`config.mk`:
```
export PLATFORM = sky130hd
export DESIGN_NAME = rtcal_core
export DESIGN_NICKNAME = d
export VERILOG_FILES = /design/src/hdl/rtcal_pkg.sv /design/src/hdl/rtcal_core.sv
export SDC_FILE = /design/constraint.sdc
export NUM_CORES = 1
export LEC_CHECK = 0
export BUFFER_PORTS_ARGS = -buffer_cell sky130_fd_sc_hd__clkbuf_2
export CAP_MARGIN = 20
export CORE_UTILIZATION = 50
export DETAILED_ROUTE_END_ITERATION = 8
export GPL_TIMING_DRIVEN = 0
export PLACE_DENSITY_LB_ADDON = 0.2
export SLEW_MARGIN = 0
export SYNTH_ARGS = -nofsm -noshare
export SYNTH_HDL_FRONTEND = slang
export SYNTH_SLANG_ARGS = --single-unit
```
`constraint.sdc`:
```
create_clock -name clk -period 11.91 [get_ports clk]
set_input_delay 1.7865 -clock clk [delete_from_list [all_inputs] [get_ports clk]]
set_output_delay 1.7865 -clock clk [all_outputs]
set_load 0.01 [all_outputs]
```
`src/hdl/rtcal_pkg.sv`:
```
// register map, reset values and carriers of the rtc calendar core
`default_nettype none
package rtcal_pkg;
    localparam logic [7:0] RTCAL_OFS_CFG1  = 8'h00;
    localparam logic [7:0] RTCAL_OFS_CFG2  = 8'h01;
    localparam logic [7:0] RTCAL_OFS_INTEN = 8'h04;
    localparam logic [7:0] RTCAL_OFS_FLAGS = 8'h05;
    localparam logic [7:0] RTCAL_OFS_SEC   = 8'h06;
    localparam logic [7:0] RTCAL_OFS_MIN   = 8'h07;
    localparam logic [7:0] RTCAL_OFS_HRS   = 8'h08;
    localparam logic [7:0] RTCAL_OFS_WDAY  = 8'h09;
    localparam logic [7:0] RTCAL_OFS_MDAY  = 8'h0a;
    localparam logic [7:0] RTCAL_OFS_MON   = 8'h0b;
    localparam logic [7:0] RTCAL_OFS_YEAR  = 8'h0c;
    localparam logic [7:0] RTCAL_OFS_ALM   = 8'h0d;
    localparam logic [7:0] RTCAL_OFS_ALM_L = 8'h12;
    localparam int RTCAL_B_LOS   = 7;
    localparam int RTCAL_B_OSF   = 6;
    localparam int RTCAL_B_TIF   = 2;
    localparam int RTCAL_B_A2F   = 1;
    localparam int RTCAL_B_A1F   = 0;
    localparam int RTCAL_B_EXT_REFERENCE_ENABLE  = 7;
    localparam int RTCAL_B_PIN_FUNCTION_SELECT = 6;
    localparam int RTCAL_B_OSC_FLAG_DISABLE  = 6;
    localparam int RTCAL_B_TIE   = 2;
    localparam int RTCAL_B_A2IE  = 1;
    localparam int RTCAL_B_ALARM_ONE_IRQ_ENABLE  = 0;
    localparam int RTCAL_B_RDRUN = 2;
    localparam int RTCAL_B_SET   = 1;
    localparam int RTCAL_B_CENT  = 7;
    localparam int RTCAL_B_MMASK = 7;
    localparam int RTCAL_B_YMASK = 6;
    localparam int RTCAL_B_DYDT  = 6;
    localparam logic [7:0] RTCAL_RST_CFG1  = 8'h0e;
    localparam logic [7:0] RTCAL_RST_CFG2  = 8'h0c;
    localparam logic [7:0] RTCAL_RST_INTEN = 8'h00;
    localparam logic [7:0] RTCAL_RST_FLAGS = 8'h40;
    localparam logic [7:0] RTCAL_RST_ALMON = 8'hc0;
    localparam logic [7:0] RTCAL_MSK_SEC   = 8'h7f;
    localparam logic [7:0] RTCAL_MSK_HRS   = 8'h3f;
    localparam logic [7:0] RTCAL_MSK_WDAY  = 8'h07;
    localparam logic [7:0] RTCAL_MSK_MON   = 8'h9f;
    localparam logic [7:0] RTCAL_MSK_ALMON = 8'hdf;
    localparam logic [7:0] RTCAL_MSK_CFG2  = 8'h4e;
    localparam logic [7:0] RTCAL_MSK_INTEN = 8'h47;
    localparam logic [7:0] RTCAL_MSK_FLAGS = 8'hc7;
    localparam logic [7:0] RTCAL_MAX_SEC   = 8'h59;
    localparam logic [7:0] RTCAL_MAX_HRS   = 8'h23;
    localparam logic [7:0] RTCAL_MAX_WDAY  = 8'h07;
    localparam logic [7:0] RTCAL_MAX_MON   = 8'h12;
    localparam logic [7:0] RTCAL_MAX_YEAR  = 8'h99;
    localparam logic [7:0] RTCAL_ONE       = 8'h01;
    typedef struct packed {
        logic [7:0] addr;
        logic [7:0] wdata;
        logic       we;
        logic       re;
    } rtcal_req_t;
    typedef struct packed {
        logic [7:0] sec;
        logic [7:0] min;
        logic [7:0] hrs;
        logic [7:0] wday;
        logic [7:0] mday;
        logic [7:0] mon;
        logic [7:0] year;
    } rtcal_cal_t;
    localparam rtcal_cal_t RTCAL_RST_CAL = '{8'h00, 8'h00, 8'h00, 8'h01, 8'h01, 8'h01, 8'h00};
endpackage
`default_nettype wire

```
`src/hdl/rtcal_core.sv`:
```
// calendar, alarm one and interrupt flags of the rtc
// Summary of operation
// - interrupt enable bit 0 gates the first alarm's interrupt.
// - status flags at 7,6,2,1,0; oscillator-stop resets to 1; a read of the flag register clears all.
// - reference-lost flag sets on deviation, only while external reference is enabled.
// - oscillator-stop flag sets when oscillator stops; forced 0 while disable bit set.
// - countdown-zero flag sets when the countdown reaches zero.
// - second alarm flag sets when that alarm triggers.
// - first alarm flag sets when the first alarm triggers.
// - seconds are bcd, tens 6:4, units 3:0, reset zero.
// - minutes are bcd, tens 6:4, units 3:0, reset zero.
// - hours are bcd, tens 5:4; bit 6 reserved, host writes zero.
// - date is bcd, tens 5:4, units 3:0, resets to one.
// - month bcd, tens bit 4, resets to one; bit 7 is century.
// - year is two bcd digits, tens 7:4, reset zero.
// - alarm settings at 0Dh..12h; bit 7 and month bit 6 are masks.
// - with all masks clear every field must equal for a trigger.
// - masks give once per second, then sec, min, hour matches.
// - year mask adds month match; day select compares weekday instead.
// - day select 0 compares date of month, 1 compares weekday.
// - alarm match with enable set drives the interrupt pin while the external reference is off.
// - pin select 0 gives square wave, 1 gives interrupt.
// - rising set-time bit loads calendar registers into the running chain.
`default_nettype none
module rtcal_core
    import rtcal_pkg::*;
(
    input  wire logic       clk,
    input  wire logic       rst_b,
    input  wire rtcal_req_t reg_req,
    output logic [7:0]      reg_rdata,
    input  wire logic       sec_tick,
    input  wire logic       osc_stopped_pin,
    input  wire logic       ref_deviation_pin,
    input  wire logic       countdown_zero,
    input  wire logic       alarm_two_match,
    input  wire logic       square_wave,
    output logic            irq_or_refclk_pin_o,
    output logic            irq_or_refclk_pin_oe,
    output logic            irq_or_squarewave_pin
);
    logic [7:0] cfg1_ff, cfg2_ff, inten_ff, flags_ff, nxt_flags;
    logic [7:0] rdata_ff, nxt_rdata;
    logic [7:0] alm_ff [0:5];
    rtcal_cal_t shadow_ff, run_ff, nxt_run, rd_cal;
    logic [1:0] pin_s1_ff, pin_s2_ff, pin_s3_ff, pin_lvl_ff;
    logic       set_prev_ff, chk_ff, load, rd_flags, any_set, a1_hit;
    logic       inta_ff, intb_ff;
    logic       m_sec, m_min, m_hrs, m_dd, m_mon, m_yr;
    logic [7:0] month_end;

    function automatic logic [7:0] bcd_inc(input logic [7:0] v);
        bcd_inc = (v[3:0] == 4'h9) ? {v[7:4] + 4'h1, 4'h0} : {v[7:4], v[3:0] + 4'h1};
    endfunction

    // leap years within the two-digit range; the 2100 exception is not modelled
    function automatic logic [7:0] days_in(input logic [4:0] m, input logic [7:0] y);
        logic leap;
        leap = y[4] ? (y[3:0] == 4'h2 || y[3:0] == 4'h6)
                    : (y[3:0] == 4'h0 || y[3:0] == 4'h4 || y[3:0] == 4'h8);
        case (m)
            5'h02:                      days_in = leap ? 8'h29 : 8'h28;
            5'h04, 5'h06, 5'h09, 5'h11: days_in = 8'h30;
            default:                    days_in = 8'h31;
        endcase
    endfunction

    // pins from another domain: a level counts once stages two and three agree
    always_ff @(posedge clk) begin
        if (!rst_b) begin
            pin_s1_ff  <= 2'h0;
            pin_s2_ff  <= 2'h0;
            pin_s3_ff  <= 2'h0;
            pin_lvl_ff <= 2'h0;
        end else begin
            pin_s1_ff  <= {ref_deviation_pin, osc_stopped_pin};
            pin_s2_ff  <= pin_s1_ff;
            pin_s3_ff  <= pin_s2_ff;
            pin_lvl_ff <= (~(pin_s2_ff ^ pin_s3_ff) & pin_s3_ff) | ((pin_s2_ff ^ pin_s3_ff) & pin_lvl_ff);
        end
    end

    // configuration and enable registers
    always_ff @(posedge clk) begin
        if (!rst_b) begin
            cfg1_ff  <= RTCAL_RST_CFG1;
            cfg2_ff  <= RTCAL_RST_CFG2;
            inten_ff <= RTCAL_RST_INTEN;
        end else if (reg_req.we) begin
            if (reg_req.addr == RTCAL_OFS_CFG1)
                cfg1_ff <= reg_req.wdata;
            if (reg_req.addr == RTCAL_OFS_CFG2)
                cfg2_ff <= reg_req.wdata & RTCAL_MSK_CFG2;
            if (reg_req.addr == RTCAL_OFS_INTEN)
                inten_ff <= reg_req.wdata & RTCAL_MSK_INTEN;
        end
    end

    // programmed calendar and alarm one settings
    always_ff @(posedge clk) begin
        if (!rst_b) begin
            shadow_ff <= RTCAL_RST_CAL;
            for (int i = 0; i < 6; i++)
                alm_ff[i] <= 8'h00;
            alm_ff[4] <= RTCAL_RST_ALMON;
        end else if (reg_req.we) begin
            case (reg_req.addr)
                RTCAL_OFS_SEC:  shadow_ff.sec  <= reg_req.wdata & RTCAL_MSK_SEC;
                RTCAL_OFS_MIN:  shadow_ff.min  <= reg_req.wdata & RTCAL_MSK_SEC;
                RTCAL_OFS_HRS:  shadow_ff.hrs  <= reg_req.wdata & RTCAL_MSK_HRS;
                RTCAL_OFS_WDAY: shadow_ff.wday <= reg_req.wdata & RTCAL_MSK_WDAY;
                RTCAL_OFS_MDAY: shadow_ff.mday <= reg_req.wdata & RTCAL_MSK_HRS;
                RTCAL_OFS_MON:  shadow_ff.mon  <= reg_req.wdata & RTCAL_MSK_MON;
                RTCAL_OFS_YEAR: shadow_ff.year <= reg_req.wdata;
                default: begin
                    if (reg_req.addr >= RTCAL_OFS_ALM && reg_req.addr <= RTCAL_OFS_ALM_L)
                        alm_ff[3'(reg_req.addr - RTCAL_OFS_ALM)] <=
                            (reg_req.addr == RTCAL_OFS_ALM + 8'h04) ? (reg_req.wdata & RTCAL_MSK_ALMON)
                                                                   : reg_req.wdata;
                end
            endcase
        end
    end

    assign load = cfg2_ff[RTCAL_B_SET] & ~set_prev_ff;

    always_comb begin
        month_end = days_in(run_ff.mon[4:0], run_ff.year);
        nxt_run   = run_ff;
        if (run_ff.sec != RTCAL_MAX_SEC) begin
            nxt_run.sec = bcd_inc(run_ff.sec);
        end else begin
            nxt_run.sec = 8'h00;
            if (run_ff.min != RTCAL_MAX_SEC) begin
                nxt_run.min = bcd_inc(run_ff.min);
            end else begin
                nxt_run.min = 8'h00;
                if (run_ff.hrs != RTCAL_MAX_HRS) begin
                    nxt_run.hrs = bcd_inc(run_ff.hrs);
                end else begin
                    nxt_run.hrs = 8'h00;
                    nxt_run.wday = (run_ff.wday == RTCAL_MAX_WDAY) ? RTCAL_ONE : run_ff.wday + RTCAL_ONE;
                    if (run_ff.mday != month_end) begin
                        nxt_run.mday = bcd_inc(run_ff.mday);
                    end else begin
                        nxt_run.mday = RTCAL_ONE;
                        if (run_ff.mon[4:0] != RTCAL_MAX_MON[4:0]) begin
                            nxt_run.mon = {run_ff.mon[7], 2'h0, 5'(bcd_inc({3'h0, run_ff.mon[4:0]}))};
                        end else begin
                            nxt_run.mon = {run_ff.mon[7], 7'h01};
                            if (run_ff.year != RTCAL_MAX_YEAR) begin
                                nxt_run.year = bcd_inc(run_ff.year);
                            end else begin
                                nxt_run.year = 8'h00;
                                nxt_run.mon[RTCAL_B_CENT] = ~run_ff.mon[RTCAL_B_CENT];
                            end
                        end
                    end
                end
            end
        end
    end

    // running chain; a set-time load beats a coincident tick
    always_ff @(posedge clk) begin
        if (!rst_b) begin
            run_ff      <= RTCAL_RST_CAL;
            set_prev_ff <= 1'b0;
            chk_ff      <= 1'b0;
        end else begin
            set_prev_ff <= cfg2_ff[RTCAL_B_SET];
            // alarm compare waits a cycle so it sees the advanced time
            chk_ff      <= sec_tick & ~load;
            if (load)
                run_ff <= shadow_ff;
            else if (sec_tick)
                run_ff <= nxt_run;
        end
    end

    always_comb begin
        m_sec = alm_ff[0][7] | (alm_ff[0][6:0] == run_ff.sec[6:0]);
        m_min = alm_ff[1][7] | (alm_ff[1][6:0] == run_ff.min[6:0]);
        m_hrs = alm_ff[2][7] | (alm_ff[2][5:0] == run_ff.hrs[5:0]);
        // day select picks weekday or date
        m_dd  = alm_ff[3][7] | (alm_ff[3][RTCAL_B_DYDT] ? (alm_ff[3][2:0] == run_ff.wday[2:0])
                                                        : (alm_ff[3][5:0] == run_ff.mday[5:0]));
        m_mon = alm_ff[4][RTCAL_B_MMASK] | (alm_ff[4][4:0] == run_ff.mon[4:0]);
        m_yr  = alm_ff[4][RTCAL_B_YMASK] | (alm_ff[5] == run_ff.year);
        a1_hit = m_sec & m_min & m_hrs & m_dd & m_mon & m_yr;
    end

    assign rd_flags = reg_req.re && (reg_req.addr == RTCAL_OFS_FLAGS);

    // status flags: a set in the clearing cycle wins
    always_comb begin
        nxt_flags = rd_flags ? 8'h00 : flags_ff;
        // only with the external reference on
        if (pin_lvl_ff[1] && cfg1_ff[RTCAL_B_EXT_REFERENCE_ENABLE])
            nxt_flags[RTCAL_B_LOS] = 1'b1;
        // stop detect, suppressed by the disable bit
        if (pin_lvl_ff[0])
            nxt_flags[RTCAL_B_OSF] = 1'b1;
        if (inten_ff[RTCAL_B_OSC_FLAG_DISABLE])
            nxt_flags[RTCAL_B_OSF] = 1'b0;
        if (countdown_zero)
            nxt_flags[RTCAL_B_TIF] = 1'b1;
        if (alarm_two_match)
            nxt_flags[RTCAL_B_A2F] = 1'b1;
        if (chk_ff && a1_hit)
            nxt_flags[RTCAL_B_A1F] = 1'b1;
        // a set in the clearing cycle survives; the clear check skips those cycles
        any_set = (nxt_flags & ~(rd_flags ? 8'h00 : flags_ff)) != 8'h00;
    end

    always_ff @(posedge clk) begin
        if (!rst_b)
            flags_ff <= RTCAL_RST_FLAGS;
        else
            flags_ff <= nxt_flags;
    end

    // read data; the read-select bit chooses live or programmed time
    always_comb begin
        rd_cal    = cfg2_ff[RTCAL_B_RDRUN] ? run_ff : shadow_ff;
        nxt_rdata = 8'h00;
        case (reg_req.addr)
            RTCAL_OFS_CFG1:  nxt_rdata = cfg1_ff;
            RTCAL_OFS_CFG2:  nxt_rdata = cfg2_ff;
            RTCAL_OFS_INTEN: nxt_rdata = inten_ff;
            RTCAL_OFS_FLAGS: nxt_rdata = flags_ff & RTCAL_MSK_FLAGS;
            RTCAL_OFS_SEC:   nxt_rdata = rd_cal.sec;
            RTCAL_OFS_MIN:   nxt_rdata = rd_cal.min;
            RTCAL_OFS_HRS:   nxt_rdata = rd_cal.hrs;
            RTCAL_OFS_WDAY:  nxt_rdata = rd_cal.wday;
            RTCAL_OFS_MDAY:  nxt_rdata = rd_cal.mday;
            RTCAL_OFS_MON:   nxt_rdata = rd_cal.mon;
            RTCAL_OFS_YEAR:  nxt_rdata = rd_cal.year;
            default: begin
                if (reg_req.addr >= RTCAL_OFS_ALM && reg_req.addr <= RTCAL_OFS_ALM_L)
                    nxt_rdata = alm_ff[3'(reg_req.addr - RTCAL_OFS_ALM)];
            end
        endcase
    end

    always_ff @(posedge clk) begin
        if (!rst_b)
            rdata_ff <= 8'h00;
        else if (reg_req.re)
            rdata_ff <= nxt_rdata;
    end

    // interrupt pins, both active low
    always_ff @(posedge clk) begin
        if (!rst_b) begin
            inta_ff <= 1'b0;
            intb_ff <= 1'b1;
        end else begin
            // enable bit gates the alarm interrupt
            // alarm one pulls the pin, not while it serves as reference input
            inta_ff <= flags_ff[RTCAL_B_A1F] & inten_ff[RTCAL_B_ALARM_ONE_IRQ_ENABLE] & ~cfg1_ff[RTCAL_B_EXT_REFERENCE_ENABLE];
            if (cfg1_ff[RTCAL_B_PIN_FUNCTION_SELECT])
                intb_ff <= ~((flags_ff[RTCAL_B_A1F] & inten_ff[RTCAL_B_ALARM_ONE_IRQ_ENABLE]) |
                             (flags_ff[RTCAL_B_A2F] & inten_ff[RTCAL_B_A2IE]) |
                             (flags_ff[RTCAL_B_TIF] & inten_ff[RTCAL_B_TIE]));
            else
                intb_ff <= square_wave;
        end
    end

    assign reg_rdata             = rdata_ff;
    assign irq_or_refclk_pin_o   = 1'b0;
    assign irq_or_refclk_pin_oe  = inta_ff;
    assign irq_or_squarewave_pin = intb_ff;
endmodule
`default_nettype wire

```
==> results of run 1 <==
-- placed cells by master (no fill, tap or decap), types with 10 or more instances in the layout --
cell type,netlist,final
xor2_1,32,32
dfxtp_1,138,138
buf_2,10,12
or3_1,10,10
and2_1,53,53
nand2_1,113,113
nor3_1,25,25
o211ai_1,16,16
clkbuf_16,0,23
clkbuf_1,59,61
o221ai_1,10,10
inv_1,20,20
clkbuf_2,0,32
mux4_2,17,17
o21ai_0,51,51
a31oi_1,16,16
xnor2_1,22,22
nand3_1,64,64
nand4_1,11,11
mux2_2,11,11
a22oi_1,15,15
ha_1,23,23
nor4_1,12,12
buf_1,12,12
nand2b_1,10,10
mux2i_1,66,66
nor2_1,106,106
a21oi_1,63,63
edfxtp_1,64,64
-- cell families (layout without fill, tap and decap cells) --
group                    Yosys count  count (layout)  synth area share [%]
AO/OA/AOI/OAI                    255             255                  15.6
buffers and inverters            107             187                  3.88
other                              1               1                0.0336
AND/OR/NAND/NOR                  457             457                  21.1
flip-flops                       202             202                  42.0
multiplexers                      94              94                  10.5
adder cells (fa/ha/maj)           23              23                  2.58
XOR/XNOR                          54              54                  4.24
-- power by group through the flow --
stage                     Clock (mW)  Combinational [mW]  Sequential [mW]
after detailed placement           0               0.122            0.756
after CTS                      0.755               0.122            0.741
final                          0.758               0.127            0.742
after global routing           0.785               0.132            0.742
after floorplan                    0              0.0723            0.747
after global placement             0               0.121            0.756
-- path summary, 6_finish.rpt --
check	from	cells after the start	slack (ns)	end
setup reg to reg	cfg2_ff[2]	7	8.69	reg_rdata[4]
setup / recovery	reg_req[10]	12	5.85	alm_ff[6][1]
hold reg to reg	pin_s1_ff[0]	1	0.43	pin_s2_ff[0]
hold / removal	pin_s1_ff[0]	1	0.43	pin_s2_ff[0]
-- cells in the mapped netlist (23+ instances only) --
cell	instances	share of area, %
mux2i_1	66	5.9
ha_1	23	2.6
nand3_1	64	2.9
a21oi_1	63	2.8
edfxtp_1	64	17
dfxtp_1	138	25
clkbuf_1	59	2.0
xor2_1	32	2.5
nor3_1	25	1.1
nand2_1	113	3.8
o21ai_0	51	2.3
and2_1	53	3.0
nor2_1	106	3.6
-- stage by stage --
step | worst slack (ns) | cells | hold WS (ns)
floorplan | 6.85 | 1193 | 0.412
global placement | 5.01 | 1505 | 0.416
detailed placement | 5.27 | 1507 | 0.418
CTS | 5.80 | 1549 | 0.435
global route | 5.70 | 1553 | 0.442
finish | 5.85 | 1553 | 0.432
-- critical path, cell delays in order --
cell,delay (ns)
clkbuf_2,0.13
clkbuf_1,0.45
buf_1,0.59
inv_1,0.34
ha_1,0.39
nor3b_1,0.18
and2_1,0.15
clkbuf_1,0.29
o21ai_0,0.61
nand3_1,0.40
nor3_1,0.68
buf_4,0.29
-- registers in the layout, indices dropped and copies added, names as in the netlist, 2 cells and up, named ones only --
signal     count
alm_ff        64
run_ff        54
shadow_ff     43
cfg1_ff        8
reg_rdata      8
flags_ff       5
cfg2_ff        4
inten_ff       4
pin_s1_ff      2
pin_s2_ff      2
pin_s3_ff      2
-- final cells by class --
type | count | area [µm²]
buffer | 85 | 350
timing repair buffer | 38 | 200
clock inverter | 15 | 184
fill | 1978 | 9330
tap | 280 | 350
clock buffer | 27 | 611
inverter | 22 | 82.6
sequential | 202 | 4680
multi-input combinational | 884 | 6030
-- routing by layer --
| layer | GRT usage (%) | routed length [µm] | up-vias |
|---|---|---|---|
| li1 | - | - | 4523 |
| met1 | 54.3 | 18500 | 5045 |
| met2 | 59.7 | 19400 | 668 |
| met3 | 7.89 | 4750 | 137 |
| met4 | 22.7 | 2690 | 0 |
| met5 | 0 | 0 | - |
==> impl_metrics.ini, run 1 <==
[sta]
period_share_pct = 50.9
period_needed_ns = 6.06
rsz0062_at_grt = no
worst_pin_slew_ns = 1.11
tns_ns = 0
relSlewSlack_pct = 25.3
drv_slew = 0
fin_skew_ns = 0.0110
setup_viol = 0
fmax_ghz = 0.165
hold_viol = 0

[worst_setup_path]
end_kind = flip-flop
cp.required_ns = 12.14
critPathMaxFanout = 10
critical_path.startpoint_type = input pin
cp.arrival_ns = 6.29
crit_type = input pin to flip-flop

[global_routing]
grt_pass1_vias = 9680
grt_pass1_wl_um = 64400
antenna_found_initial = 0
grt.overflow.total = 0
grt_max_degree = 15
grt_use_total_pct = 40.1

[synth]
synthFlopType = dfxtp_1
synth.distinct_cells = 86
synth_area_per_cell_um2 = 9.34
synth_nets = 1242
synth_edf_count = 64
seq_area_frac_synth_pct = 42.0
yosys_warnings = 0
synth-seq-cells = 202
synth_area_um2 = 11100
syn_inst = 1193
ys_async_sr_fraction_pct = 0

[floorplanning]
die_y_um = 151
initial_core_util_pct = 51.1
design.core.area_um2 = 21800
boundaryPins = 37
die_x_um = 151
dieArea_um2 = 22900
rows = 54

[status]
status = finished, final reports clean

[pwr]
p_sw_mw = 0.408
powerDensity_nw_per_um2 = 130
combPwrFrac_pct = 7.8
vdd_drop_max_mv = 0.105
power_mw = 1.63
p_seq_share_pct = 45.6
clkPwrFrac_pct = 46.6
p_leak_nw = 4.79
internal_power_mw = 1.22
switching_share_pct = 25.1

[clock_network]
cts_buffers = 23
clk_pin_slew_ns = 0.06
worstSkewPairLatency_ns = 0.52
cts_buffer_depth = 3
cts_tree = built
postCtsSetupBuffers = 0
cts-root-buf = clkbuf_16
hold_buffers = 0
cts_sinks = 202
htree_levels = 1
cts_resized = 0

[drt]
viasPerCell = 6.68
drt_iter0_drc = 1259
wire_per_inst_um = 29.1
routed_wirelength_um = 45300
drc = 0
dr.pass1.iters = 8
via_count = 10400
ant_nets = 0

[place]
dpl.hpwl_um = 33700
port_buffers = 32
routabilityCongestion = 1.04
dpl_cell_area_um2 = 11700

[flow_run]
cap_violations = 0

[finish]
fin_util_pct = 57.2
finalNetCount = 1305
layout-drive-gt1-share_pct = 11.1
syn_to_final_growth_pct = 12.1
diodes = 0
final_area_um2 = 12500

[hold_path]
min_path_type = flip-flop to flip-flop
No activity file was read; power rests on OpenSTA's default activity.
==> inputs of run 2 (changes only) <==
Settings changed: ABC_AREA set to 1.
Clock period 11.91 ns to 5.6 ns, I/O delays scaled along.
==> impl_metrics.ini, run 2 <==
[status]
status = finished, final reports clean

[synth]
synthFlopType = dfxtp_1
syn_inst = 1507
synth.distinct_cells = 51
synth_area_um2 = 10900
synth.top_cells.by_count = nand2_1 (333), nor2_1 (205), o21ai_0 (161)
synth_nets = 1556
synth.most_common_cell = nand2_1
seq_area_frac_synth_pct = 42.8
yosys_warnings = 0
netlist_top_cells_area = dfxtp_1 (25%), edfxtp_1 (18%), nand2_1 (11%)
synth_area_leader_cell = dfxtp_1
synth_area_per_cell_um2 = 7.27
ys_async_sr_fraction_pct = 0
yosysTopAreaCellShare_pct = 25.2
synth-seq-cells = 202
synth_edf_count = 64

[floorplanning]
die_x_um = 150
die_y_um = 150
dieArea_um2 = 22500
design.core.area_um2 = 21200
rows = 53
initial_core_util_pct = 51.6
boundaryPins = 37

[pwr]
combPwrFrac_pct = 5.9
p_seq_share_pct = 45.4
vdd_drop_max_mv = 0.210
p_sw_mw = 0.817
powerDensity_nw_per_um2 = 277
clkPwrFrac_pct = 48.7
switching_share_pct = 23.9
p_leak_nw = 5.20
internal_power_mw = 2.61

[finish]
layout_commonest_cell = nand2_1
final_area_um2 = 12300
fillers = 2039
final_cell_mix = nand2_1 (333), nor2_1 (205), o21ai_0 (161), inv_1 (158), dfxtp_1 (138)
fin_util_pct = 58.1
top_register = alm_ff
syn_to_final_growth_pct = 12.7
largest_reg_flops = 64
largest_registers = alm_ff (64), run_ff (54), shadow_ff (43)
finalNetCount = 1619
layout-drive-gt1-share_pct = 8.19
diodes = 0

[sta]
fmax_ghz = 0.246
rsz0062_at_grt = no
relSlewSlack_pct = 22.7
period_needed_ns = 4.07
worst_pin_slew_ns = 1.16
fin_skew_ns = 0.0265
setup_viol = 0
drv_slew = 0
hold_viol = 0
period_share_pct = 72.6
tns_ns = 0

[clock_network]
worstSkewPairLatency_ns = 0.54
cts_buffer_depth = 3
cts_sinks = 202
cts_tree = built
postCtsSetupBuffers = 0
hold_buffers = 0
cts_buffers = 24
clk_pin_slew_ns = 0.06
htree_levels = 1
cts_resized = 0
cts-root-buf = clkbuf_16

[drt]
ant_nets = 0
drc = 0
viasPerCell = 5.78
via_count = 10800
wire_per_inst_um = 21.0
drt_iter0_drc = 1269
routed_wirelength_um = 39200
dr.pass1.iters = 8

[global_routing]
grt_max_degree = 14
grt_pass1_vias = 9749
antenna_found_initial = 0
grt.overflow.total = 0
grt_pass1_wl_um = 57600
grt_use_total_pct = 35.2

[place]
dpl_cell_area_um2 = 11500
routabilityCongestion = 1.01
port_buffers = 35
dpl.hpwl_um = 29500

[worst_setup_path]
reg2reg_depth = 11
cp.arrival_ns = 4.26
cp_slowest_cell = nor2_1
crit_type = input pin to flip-flop
path_cells = clkbuf_2, clkbuf_1, inv_1, buf_2, ha_1, nand3_1, inv_1, nor2_1, nand2_1, nor2_1, nand3_1, nor2_1, nand2_1, nand2_1
critical_path.startpoint_type = input pin
end_kind = flip-flop
cpLargestDelayFamily = simple AND/OR/NAND/NOR gates
critPathMaxFanout = 12
max_stage_delay_ns = 0.45
worst-path-stages = 14
cp_num_buf_inv = 5
cp.required_ns = 5.80

[hold_path]
min_path_type = flip-flop to flip-flop
holdPathStages = 2

[flow_run]
cap_violations = 0
run 2: layout make-up:
type | instances | area, µm² | share of cell area [%]
Buffer | 59 | 264 | 2.14
Clock buffer | 35 | 749 | 6.08
Clock inverter | 8 | 106 | 0.862
Inverter | 167 | 632 | 5.12
Multi-Input combinational cell | 1079 | 5370 | 43.5
Sequential cell | 202 | 4680 | 38.0
Tap cell | 275 | 344 | 2.79
Timing Repair Buffer | 37 | 188 | 1.52
run 2: final timing paths:
path	endpoint	start	slack [ns]
setup / recovery	alm_ff[1][1]	reg_req[10]	1.53
hold / removal	pin_s2_ff[0]	pin_s1_ff[0]	0.41
setup reg to reg	reg_rdata[0]	cfg2_ff[2]	2.79
hold reg to reg	pin_s2_ff[0]	pin_s1_ff[0]	0.41
run 2: through the flow:
stage | power [mW] | setup WS [ns] | hold WS (ns) | std cells
3_5_place_dp | 1.78 | 1.17 | 0.407 | 1817
6_report | 3.42 | 1.53 | 0.415 | 1862
5_1_grt | 3.50 | 1.42 | 0.441 | 1862
4_1_cts | 3.43 | 1.71 | 0.418 | 1860
3_3_place_gp | 1.78 | 1.21 | 0.399 | 1817
2_1_floorplan | 1.69 | 2.36 | 0.390 | 1507
run 2: cell families after synthesis:
kind of cell,synth area share (%)
simple gates,25.6
compound gates,17.1
buf+inv,8.18
flops,42.8
xor+xnor,3.52
fa+ha+maj,2.63
mux,0.183
other cells,0.0342
run 2: routing by layer:
layer / share of wire [%] / track usage, %
met5: 0 / 0
met3: 9.0 / 5.46
met1: 41 / 45.7
met4: 4.7 / 16.1
met2: 46 / 57.6
run 2: power by group through the flow:
| stage | clock network, mW | logic (mW) | registers (mW) |
|---|---|---|---|
| after floorplan | 0 | 0.110 | 1.58 |
| after global placement | 0 | 0.192 | 1.59 |
| after detailed placement | 0 | 0.194 | 1.59 |
| after CTS | 1.68 | 0.194 | 1.55 |
| after global routing | 1.73 | 0.213 | 1.56 |
| final | 1.67 | 0.200 | 1.55 |
run 2: worst register-to-register path: stages (launching register included):
cell	delay [ns]
dfxtp_1	0.36
clkbuf_1	0.52
clkbuf_1	0.61
o21ai_0	0.22
nand2_1	0.10
nand2_1	0.08
nor2_1	0.23
nand2_1	0.08
nor2_1	0.26
nand2_1	0.08
nand2_1	0.07
a21oi_1	0.06
